<file path="src/hw/rch_defines.svh">
// Purpose: Register indices, field positions and counts of the hold block
// Assumes: Included by the package and by every design file
// Notes: Byte address of a register is four times its index
`ifndef RCH_DEFINES_SVH
`define RCH_DEFINES_SVH
`define RCH_ADR_W 22
`define RCH_IDX_W 20
`define RCH_IDX_CTRL1 20'hFFF9E
`define RCH_IDX_SEC 20'hFFF92
`define RCH_IDX_IRQ_STAT 20'hFFFA0
`define RCH_IDX_IRQ_MASK 20'hFFFA1
`define RCH_IDX_RUN 20'hFFFA2
`define RCH_CTRL1_RST 8'h00
`define RCH_BIT_HOLD 0
`define RCH_BIT_READY 1
`define RCH_BIT_PFLAG 3
`define RCH_BIT_AFLAG 4
`define RCH_BIT_POE 5
`define RCH_BIT_AIE 6
`define RCH_BIT_AME 7
`define RCH_BIT_RUN 0
`define RCH_IRQ_PERIODIC 0
`define RCH_IRQ_ALARM 1
`define RCH_IRQ_RST 2'h0
`define RCH_SEC_MAX 8'h59
`define RCH_SEC_RST 8'h00
`define RCH_SEC_MASK 8'h7F
`define RCH_WR_XFER_CYC 2'h2
`define RCH_PRESC_LAST 16'hFFFF
`define RCH_PRESC_ZERO 16'h0000
`endif

</file>
<file path="src/hw/rch_pkg.sv">
// Purpose: Shared types of the counter hold block
// Assumes: rch_defines.svh gives the widths
// Notes: Wishbone field names kept as published
`include "rch_defines.svh"
package rch_pkg;
    typedef struct packed {
        logic cyc;
        logic stb;
        logic we;
        logic [`RCH_ADR_W-1:0] adr;
        logic [3:0] sel;
        logic [31:0] dat;
    } rch_wb_req_type;

    typedef struct packed {
        logic ack;
        logic [31:0] dat;
    } rch_wb_rsp_type;

    typedef enum logic [1:0] {
        ST_RUN,
        ST_SETTLE,
        ST_READY,
        ST_DRAIN
    } rch_hold_state_type;
endpackage

</file>
<file path="src/hw/rch_prescaler.sv">
// Purpose: 16-bit prescaler feeding the seconds counter
// Assumes: Same clock as the owner; clear is a one-cycle pulse
// Notes: Keeps running during a hold so time is not lost
`timescale 1ns/10ps
`include "rch_defines.svh"
module rch_prescaler #(
    parameter logic [15:0] LAST = `RCH_PRESC_LAST
) (
    input wire logic clk_i,
    input wire logic rst_i,
    input wire logic run_i,
    input wire logic clear_i,
    output logic ovf_o,
    output logic [15:0] count_o
);
    logic [15:0] count_r;

    // Overflow marks the last count of each period
    assign ovf_o = run_i && !clear_i && (count_r == LAST);
    assign count_o = count_r;

    // Clear beats counting so a seconds write restarts the second
    always_ff @(posedge clk_i) begin
        if (rst_i || clear_i) begin
            count_r <= `RCH_PRESC_ZERO;
        end else if (run_i) begin
            count_r <= (count_r == LAST) ? `RCH_PRESC_ZERO : count_r + 16'h0001;
        end
    end
endmodule

</file>
<file path="src/hw/rch_top.sv">
// Purpose: Counter hold handshake, periodic flag and seconds counter
// Assumes: Classic Wishbone slave, 32-bit data, 8-bit registers in low lane
// Notes: Ack comes one cycle after the request; unmapped reads give zero
//
// The Wishbone interface to the registers was decided locally.
`timescale 1ns/10ps
`include "rch_defines.svh"
module rch_top #(
    parameter logic [15:0] PRESC_LAST = `RCH_PRESC_LAST
) (
    input wire logic clk_i,
    input wire logic rst_i,
    input wire rch_pkg::rch_wb_req_type wb_req_i,
    output rch_pkg::rch_wb_rsp_type wb_rsp_o,
    input wire logic alarm_match_i,
    input wire logic standby_exit_i,
    output logic periodic_pulse_o,
    output logic rtc_irq_o
);
    import rch_pkg::*;

    logic ack_r;
    logic [31:0] rdat_r;
    logic [`RCH_IDX_W-1:0] idx;
    logic req;
    logic wr_fire;
    logic wr_ctrl;
    logic wr_sec;
    logic wr_stat;
    logic wr_mask;
    logic wr_run;
    logic [7:0] wbyte;
    logic counter_hold_request;
    logic counter_access_ready;
    logic periodic_irq_flag;
    logic alarm_match_flag;
    logic alarm_match_enable;
    logic alarm_irq_enable;
    logic periodic_output_enable;
    logic clock_run_enable;
    logic run_d_r;
    logic settle_r;
    rch_hold_state_type state_r;
    rch_hold_state_type state_nxt;
    logic [7:0] seconds_count;
    logic [7:0] sec_buf_r;
    logic [1:0] xfer_r;
    logic wr_busy;
    logic wr_load;
    logic pend_r;
    logic presc_ovf;
    logic [15:0] presc_count;
    logic count_en;
    logic sec_adv;
    logic [1:0] irq_stat_r;
    logic [1:0] irq_mask_r;
    logic alarm_evt;

    // Two-digit BCD seconds step, wraps after 59
    function automatic logic [7:0] bcd_sec_inc(input logic [7:0] v);
        logic [7:0] r;
        r = v;
        if (v >= `RCH_SEC_MAX) begin
            r = `RCH_SEC_RST;
        end else if (v[3:0] == 4'h9) begin
            r = {v[7:4] + 4'h1, 4'h0};
        end else begin
            r = {v[7:4], v[3:0] + 4'h1};
        end
        return r;
    endfunction

    // Control byte as software sees it
    function automatic logic [7:0] ctrl_byte(input logic ame, input logic aie, input logic poe,
                                             input logic af, input logic pf, input logic rdy,
                                             input logic hold);
        return {ame, aie, poe, af, pf, 1'b0, rdy, hold};
    endfunction

    // Bus decode; writes land on the edge that sees ack
    assign idx = wb_req_i.adr[`RCH_ADR_W-1:2];
    assign req = wb_req_i.cyc && wb_req_i.stb;
    assign wr_fire = req && wb_req_i.we && ack_r && wb_req_i.sel[0];
    assign wbyte = wb_req_i.dat[7:0];
    assign wr_ctrl = wr_fire && (idx == `RCH_IDX_CTRL1);
    assign wr_sec = wr_fire && (idx == `RCH_IDX_SEC);
    assign wr_stat = wr_fire && (idx == `RCH_IDX_IRQ_STAT);
    assign wr_mask = wr_fire && (idx == `RCH_IDX_IRQ_MASK);
    assign wr_run = wr_fire && (idx == `RCH_IDX_RUN);

    // Ack one cycle after the request, dropped the cycle after
    always_ff @(posedge clk_i) begin
        if (rst_i) begin
            ack_r <= 1'b0;
        end else begin
            ack_r <= req && !ack_r;
        end
    end

    // Read data captured with ack so it is stable while ack is high
    always_ff @(posedge clk_i) begin
        if (rst_i) begin
            rdat_r <= 32'h0000_0000;
        end else if (req && !ack_r) begin
            case (idx)
                `RCH_IDX_CTRL1: rdat_r <= {24'h000000, ctrl_byte(alarm_match_enable, alarm_irq_enable,
                    periodic_output_enable, alarm_match_flag, periodic_irq_flag,
                    counter_access_ready, counter_hold_request)};
                `RCH_IDX_SEC: rdat_r <= {24'h000000, seconds_count & `RCH_SEC_MASK};
                `RCH_IDX_IRQ_STAT: rdat_r <= {30'h0, irq_stat_r};
                `RCH_IDX_IRQ_MASK: rdat_r <= {30'h0, irq_mask_r};
                `RCH_IDX_RUN: rdat_r <= {31'h0, clock_run_enable};
                default: rdat_r <= 32'h0000_0000;
            endcase
        end
    end

    assign wb_rsp_o.ack = ack_r;
    assign wb_rsp_o.dat = rdat_r;

    // Plain control bits of the control byte
    always_ff @(posedge clk_i) begin
        if (rst_i) begin
            counter_hold_request <= 1'b0;
            alarm_match_enable <= 1'b0;
            alarm_irq_enable <= 1'b0;
            periodic_output_enable <= 1'b0;
        end else if (wr_ctrl) begin
            counter_hold_request <= wbyte[`RCH_BIT_HOLD];
            alarm_match_enable <= wbyte[`RCH_BIT_AME];
            alarm_irq_enable <= wbyte[`RCH_BIT_AIE];
            periodic_output_enable <= wbyte[`RCH_BIT_POE];
        end
    end

    // Run enable lives in its own register
    always_ff @(posedge clk_i) begin
        if (rst_i) begin
            clock_run_enable <= 1'b0;
        end else if (wr_run) begin
            clock_run_enable <= wbyte[`RCH_BIT_RUN];
        end
    end

    // One-clock window after run start or standby exit, where hold is slow
    always_ff @(posedge clk_i) begin
        if (rst_i) begin
            run_d_r <= 1'b0;
            settle_r <= 1'b0;
        end else begin
            run_d_r <= clock_run_enable;
            settle_r <= (clock_run_enable && !run_d_r) || standby_exit_i;
        end
    end

    // Hold handshake sequence
    always_comb begin
        state_nxt = state_r;
        case (state_r)
            ST_RUN: begin
                if (counter_hold_request) begin
                    state_nxt = settle_r ? ST_SETTLE : ST_READY;
                end
            end
            ST_SETTLE: begin
                state_nxt = counter_hold_request ? ST_READY : ST_RUN;
            end
            ST_READY: begin
                if (!counter_hold_request) begin
                    state_nxt = wr_busy ? ST_DRAIN : ST_RUN;
                end
            end
            ST_DRAIN: begin
                if (counter_hold_request) begin
                    state_nxt = ST_READY;
                end else if (!wr_busy) begin
                    state_nxt = ST_RUN;
                end
            end
            default: begin
                state_nxt = ST_RUN;
            end
        endcase
    end

    always_ff @(posedge clk_i) begin
        if (rst_i) begin
            state_r <= ST_RUN;
        end else begin
            state_r <= state_nxt;
        end
    end

    assign counter_access_ready = (state_r == ST_READY) || (state_r == ST_DRAIN);

    // Seconds write goes through a buffer, loaded two clocks later
    always_ff @(posedge clk_i) begin
        if (rst_i) begin
            sec_buf_r <= `RCH_SEC_RST;
            xfer_r <= 2'h0;
        end else if (wr_sec) begin
            sec_buf_r <= wbyte & `RCH_SEC_MASK;
            xfer_r <= `RCH_WR_XFER_CYC;
        end else if (wr_busy) begin
            xfer_r <= xfer_r - 2'h1;
        end
    end

    assign wr_busy = (xfer_r != 2'h0);
    assign wr_load = (xfer_r == 2'h1);

    // Prescaler keeps running through a hold
    rch_prescaler #(
        .LAST(PRESC_LAST)
    ) u_presc (
        .clk_i(clk_i),
        .rst_i(rst_i),
        .run_i(clock_run_enable),
        .clear_i(wr_sec),
        .ovf_o(presc_ovf),
        .count_o(presc_count)
    );

    // Counters advance only with hold released and no write in flight
    assign count_en = clock_run_enable && !counter_hold_request && !wr_busy;
    assign sec_adv = count_en && (presc_ovf || pend_r);

    // Overflow seen while held is kept; a seconds write forgets it
    always_ff @(posedge clk_i) begin
        if (rst_i || wr_sec) begin
            pend_r <= 1'b0;
        end else if (presc_ovf && !count_en) begin
            pend_r <= 1'b1;
        end else if (count_en) begin
            pend_r <= 1'b0;
        end
    end

    // Seconds counter; a buffered write overrides any step
    always_ff @(posedge clk_i) begin
        if (rst_i) begin
            seconds_count <= `RCH_SEC_RST;
        end else if (wr_load) begin
            seconds_count <= sec_buf_r;
        end else if (sec_adv) begin
            seconds_count <= bcd_sec_inc(seconds_count);
        end
    end

    // Periodic flag: set wins over a clearing write of 0
    always_ff @(posedge clk_i) begin
        if (rst_i) begin
            periodic_irq_flag <= 1'b0;
        end else if (sec_adv) begin
            periodic_irq_flag <= 1'b1;
        end else if (wr_ctrl && !wbyte[`RCH_BIT_PFLAG]) begin
            periodic_irq_flag <= 1'b0;
        end
    end

    // Alarm match is only recorded while matching is enabled
    assign alarm_evt = alarm_match_i && alarm_match_enable;

    always_ff @(posedge clk_i) begin
        if (rst_i) begin
            alarm_match_flag <= 1'b0;
        end else if (alarm_evt) begin
            alarm_match_flag <= 1'b1;
        end else if (wr_ctrl && !wbyte[`RCH_BIT_AFLAG]) begin
            alarm_match_flag <= 1'b0;
        end
    end

    // Sticky event status, write one to clear, set wins
    always_ff @(posedge clk_i) begin
        if (rst_i) begin
            irq_stat_r <= `RCH_IRQ_RST;
        end else begin
            irq_stat_r[`RCH_IRQ_PERIODIC] <= sec_adv ||
                (irq_stat_r[`RCH_IRQ_PERIODIC] && !(wr_stat && wbyte[`RCH_IRQ_PERIODIC]));
            irq_stat_r[`RCH_IRQ_ALARM] <= (alarm_evt && alarm_irq_enable) ||
                (irq_stat_r[`RCH_IRQ_ALARM] && !(wr_stat && wbyte[`RCH_IRQ_ALARM]));
        end
    end

    always_ff @(posedge clk_i) begin
        if (rst_i) begin
            irq_mask_r <= `RCH_IRQ_RST;
        end else if (wr_mask) begin
            irq_mask_r <= {wbyte[`RCH_IRQ_ALARM], wbyte[`RCH_IRQ_PERIODIC]};
        end
    end

    // Both sources share the one request line
    assign rtc_irq_o = |(irq_stat_r & irq_mask_r);

    // One-clock pulse per second on the periodic output
    always_ff @(posedge clk_i) begin
        if (rst_i) begin
            periodic_pulse_o <= 1'b0;
        end else begin
            periodic_pulse_o <= sec_adv && periodic_output_enable;
        end
    end

    a_flag_set: assert property (@(posedge clk_i) disable iff (rst_i)
        sec_adv |=> periodic_irq_flag)
        else $error("periodic flag not set after step");

    a_flag_keep: assert property (@(posedge clk_i) disable iff (rst_i)
        periodic_irq_flag && wr_ctrl && wbyte[`RCH_BIT_PFLAG] |=> periodic_irq_flag)
        else $error("periodic flag lost on write of one");

    a_ready_fast: assert property (@(posedge clk_i) disable iff (rst_i)
        state_r == ST_RUN && counter_hold_request && !settle_r |=> counter_access_ready)
        else $error("access ready late after hold");

    a_ready_slow: assert property (@(posedge clk_i) disable iff (rst_i)
        $rose(counter_hold_request) |-> ##[1:2] counter_access_ready)
        else $error("access ready not up within two clocks");

    a_drain_ready: assert property (@(posedge clk_i) disable iff (rst_i)
        counter_access_ready && wr_busy |=> counter_access_ready)
        else $error("access ready dropped during write");

    a_ready_idle: assert property (@(posedge clk_i) disable iff (rst_i)
        !counter_hold_request && !wr_busy && counter_access_ready |=> !counter_access_ready)
        else $error("access ready stuck after release");

    a_sec_frozen: assert property (@(posedge clk_i) disable iff (rst_i)
        counter_hold_request && !wr_load |=> $stable(seconds_count))
        else $error("seconds moved while held");

    a_pend_apply: assert property (@(posedge clk_i) disable iff (rst_i)
        pend_r && count_en |=> seconds_count != $past(seconds_count))
        else $error("kept overflow not applied");

    a_pend_drop: assert property (@(posedge clk_i) disable iff (rst_i)
        wr_sec |=> !pend_r)
        else $error("kept overflow survived seconds write");

    a_presc_clear: assert property (@(posedge clk_i) disable iff (rst_i)
        wr_sec |=> presc_count == `RCH_PRESC_ZERO)
        else $error("prescaler not cleared by seconds write");

    a_irq_shared: assert property (@(posedge clk_i) disable iff (rst_i)
        sec_adv && irq_mask_r[`RCH_IRQ_PERIODIC] |=> rtc_irq_o && periodic_irq_flag)
        else $error("shared irq missing for periodic event");
endmodule

</file>
<file path="config.mk">
export PLATFORM = sky130hd
export DESIGN_NAME = rch_top
export DESIGN_NICKNAME = d
export VERILOG_FILES = /design/src/hw/rch_pkg.sv /design/src/hw/rch_prescaler.sv /design/src/hw/rch_top.sv
export VERILOG_INCLUDE_DIRS = /design/src /design/src/hw
export SDC_FILE = /design/constraint.sdc
export NUM_CORES = 1
export LEC_CHECK = 0
export BUFFER_PORTS_ARGS = -buffer_cell sky130_fd_sc_hd__buf_4
export CAP_MARGIN = 10
export CORE_UTILIZATION = 50
export CTS_BUF_LIST = sky130_fd_sc_hd__clkbuf_8 sky130_fd_sc_hd__clkbuf_16
export CTS_CLUSTER_SIZE = 40
export DETAILED_ROUTE_END_ITERATION = 8
export HOLD_SLACK_MARGIN = 0.06
export PLACE_DENSITY = 0.88
export SLEW_MARGIN = 20
export SYNTH_ARGS = -nofsm -noshare
export SYNTH_HDL_FRONTEND = slang
export SYNTH_SLANG_ARGS = --single-unit
</file>
<file path="constraint.sdc">
create_clock -name clk_i -period 2.6 [get_ports clk_i]
set_clock_uncertainty 0.2 [all_clocks]
set_input_delay 0.52 -clock clk_i [delete_from_list [all_inputs] [get_ports clk_i]]
set_output_delay 0.52 -clock clk_i [all_outputs]
set_load 0.1 [all_outputs]
</file>
==> out/results.ini <==
[status]
status=finished, final reports clean

[power_and_ir_drop]
p_seq_share_pct=46.1
power_mw=1.991
max-vdd-ir-drop_mv=0.4179
switching_share_pct=29.80
p_per_area_mw_per_mm2=560.9
clockPowerShare_pct=39.1
power_leakage_nw=1.369
p_int_mw=1.398
power.switching_uw=593.3
power.combinational.fraction_pct=14.8

[critical_path]
rr_endpoint=seconds_count[2]
critPathKind=flip-flop to flip-flop
cpMaxStageDelayCell=or4_1
r2r_cells=5
cp_slowest_stage_delay_ns=0.66
critPathLaunchType=flip-flop
reg2reg_from=u_presc.count_o[9]
cp.arrival_ns=2.50
path_buf_inv=0
crit_path_end_kind=flip-flop
required_ns=2.64
critical_path.top_delay_family=simple AND/OR/NAND/NOR gates
cp_max_fo=6
path_cells=nand4_2, or4_1, a211oi_2, nor2_1, a311oi_1
rrSetupSlack_ns=0.14

[sta]
rsz0062_at_grt=no
fmax_ghz=0.4073
setup-violations-final=0
hold_viol=0
slew_headroom_pct=56.66
slew_viol_final=0
period_needed_ns=2.455
tightest_slew_ns=0.6441
fin_crit_sh_pct=94.43
tns_ns=0

[drt]
routed_wl_um=6772
routedWlPerCell_um=13.63
vias=2732
first_iter_violations=141
via_per_inst=5.497
drcViolationCount=0
first_pass_iters=4
ant_nets=0

[cells_and_area]
nets=486
multi_input_area_mm2=0.001657
diodes=0
nFillCells=527
mostFrequentLayoutCell=dfxtp_1
syn2layout_area_growth_pct=16.65
drive_above_1_share_pct=19.19
seq_area_mm2=0.001181
final_cell_mix=59 x dfxtp_1, 53 x buf_4, 49 x nand2_1
finish.utilization_pct=60.31

[synthesis]
synth_ff_type=dfxtp_1
syn_area_mm2=0.003043
synth_cell_types=56
ys_ff_latch=59
syn_inst=373
syn_avg_cell_area_um2=8.158
yosys_warnings=0
synth_edf_count=0
async_flop_share_pct=0
ys_seq_area_share_pct=38.82

[cts]
cts_made_buffers=9
ctsHoldBuffers=0
clk_pin_slew_ns=0.07
clock_sinks=59
clk_path_buf_depth=2
cts_root_buf=clkbuf_8
insertion_delay_ns=0.33
htreeDepth=3
ctsResizeCount=0
cts_tree=done
cts_setup_buffers=0

[min_path]
hold_depth=3
hp-start=standby_exit_i
worstHoldPathType=input port to flip-flop
hold_end=settle_r

[grt]
antenna_found_initial=0
track_usage_pct=23.12
grt_pass1_vias=2521
grt_max_degree=45
gr-total-overflow=0
grt_pass1_wl_um=11500

[job]
drv_cap=0

[die]
die_y_um=80.01
start_util_pct=51.70
core.rowCount=28
die_w_um=80.01
num_io_pins=100
dieArea_mm2=0.006402
core_mm2=0.005886

[placed_design]
port_buffers=46
globalplace.congestion=0.8816
dp_hpwl_um=5092

==> power groups by stage <==
stage               clock network (mW)  logic [mW]  registers [mW]
CTS                              0.793       0.293           0.918
global placement                     0       0.291           0.938
detailed placement                   0       0.293           0.938
finish                           0.779       0.294           0.918
floorplan                            0       0.231           0.968
global route                     0.843       0.308           0.918
==> logic make-up (layout without fill, tap and decap cells) <==
| kind of cell | after synthesis | after routing | synth area share [%] |
|---|---|---|---|
| adder cells (fa/ha/maj) | 3 | 3 | 1.234 |
| XOR/XNOR | 15 | 15 | 4.318 |
| flip-flops | 59 | 59 | 38.82 |
| AND/OR/NAND/NOR | 165 | 165 | 27.51 |
| buffers and inverters | 52 | 78 | 9.581 |
| other | 1 | 24 | 0.1232 |
| AO/OA/AOI/OAI | 72 | 72 | 16.41 |
| multiplexers | 6 | 6 | 2.015 |
==> metrics by stage <==
step	hold WS [ns]	instance area [µm²]	instances	setup WS, ns
final	0.1967	3550	497	0.1449
after global routing	0.2201	3550	497	0.05652
after detailed placement	0.2444	3367	482	0.1639
after CTS	0.1838	3550	497	0.1683
after global placement	0.2409	3367	482	0.1753
after floorplan	0.2273	3129	396	0.2926
==> worst max path at each step <==
stage | slack (ns) | cells after the start | to | startpoint
after floorplan | 0.29 | 7 | u_presc.count_o[10] | wb_req_i[44]
after global placement | 0.18 | 6 | u_presc.count_o[4] | wb_req_i[44]
after detailed placement | 0.16 | 6 | u_presc.count_o[3] | wb_req_i[44]
after CTS | 0.17 | 5 | seconds_count[2] | u_presc.count_o[9]
after global routing | 0.06 | 5 | periodic_pulse_o | u_presc.count_o[8]
final | 0.14 | 5 | seconds_count[2] | u_presc.count_o[9]
==> synth_stat cells, types with 3 or more instances <==
master | instances | share of area, %
nor3b_1 | 4 | 0.99
a221oi_1 | 5 | 1.4
o21ai_0 | 10 | 1.6
or2_2 | 3 | 0.62
a311oi_1 | 4 | 1.2
and3_1 | 3 | 0.62
mux2i_1 | 5 | 1.6
dfxtp_1 | 59 | 39
nand2b_1 | 4 | 0.82
a21oi_1 | 28 | 4.6
clkbuf_1 | 15 | 1.9
buf_4 | 25 | 6.2
nor3_1 | 10 | 1.6
xnor2_1 | 8 | 2.3
a31oi_1 | 4 | 0.82
nand2_1 | 49 | 6.0
xor2_1 | 7 | 2.0
nor2_1 | 44 | 5.4
ha_1 | 3 | 1.2
nor2b_1 | 3 | 0.62
nand4_1 | 12 | 2.5
inv_1 | 10 | 1.2
nand3_1 | 12 | 2.0
==> tightest hold or removal path, cell delays in order <==
cell and delay (ns):
buf_4 0.08, a21oi_1 0.03, nor2_1 0.07
==> registers in the layout, summed over array words and instances, names as in the netlist, 2 cells and up <==
signal,flops
u_presc.count_o,16
sec_buf_r,7
state_r,2
xfer_r,2
rdat_r,8
seconds_count,8
irq_stat_r,2
irq_mask_r,2
==> metal layers <==
| metal | vias up | GRT usage [%] | wire [µm] | part of all wire, % |
|---|---|---|---|---|
| li1 | 1354 | - | - | - |
| met4 | 0 | 6.607 | 61 | 0.90 |
| met1 | 1292 | 27.99 | 2868 | 42 |
| met3 | 9 | 6.743 | 439 | 6.5 |
| met2 | 77 | 39.49 | 3402 | 50 |
| met5 | - | 0 | 0 | 0 |
==> area by class of cell <==
| cell class | instances | area share, % |
|---|---|---|
| tap | 75 | 2.644 |
| clock inverter | 6 | 1.657 |
| timing repair buffer | 53 | 11.21 |
| multi-input combinational | 285 | 46.67 |
| clock buffer | 9 | 3.490 |
| inverter | 10 | 1.057 |
| sequential | 59 | 33.27 |
Power figures use the tool's default switching activity.
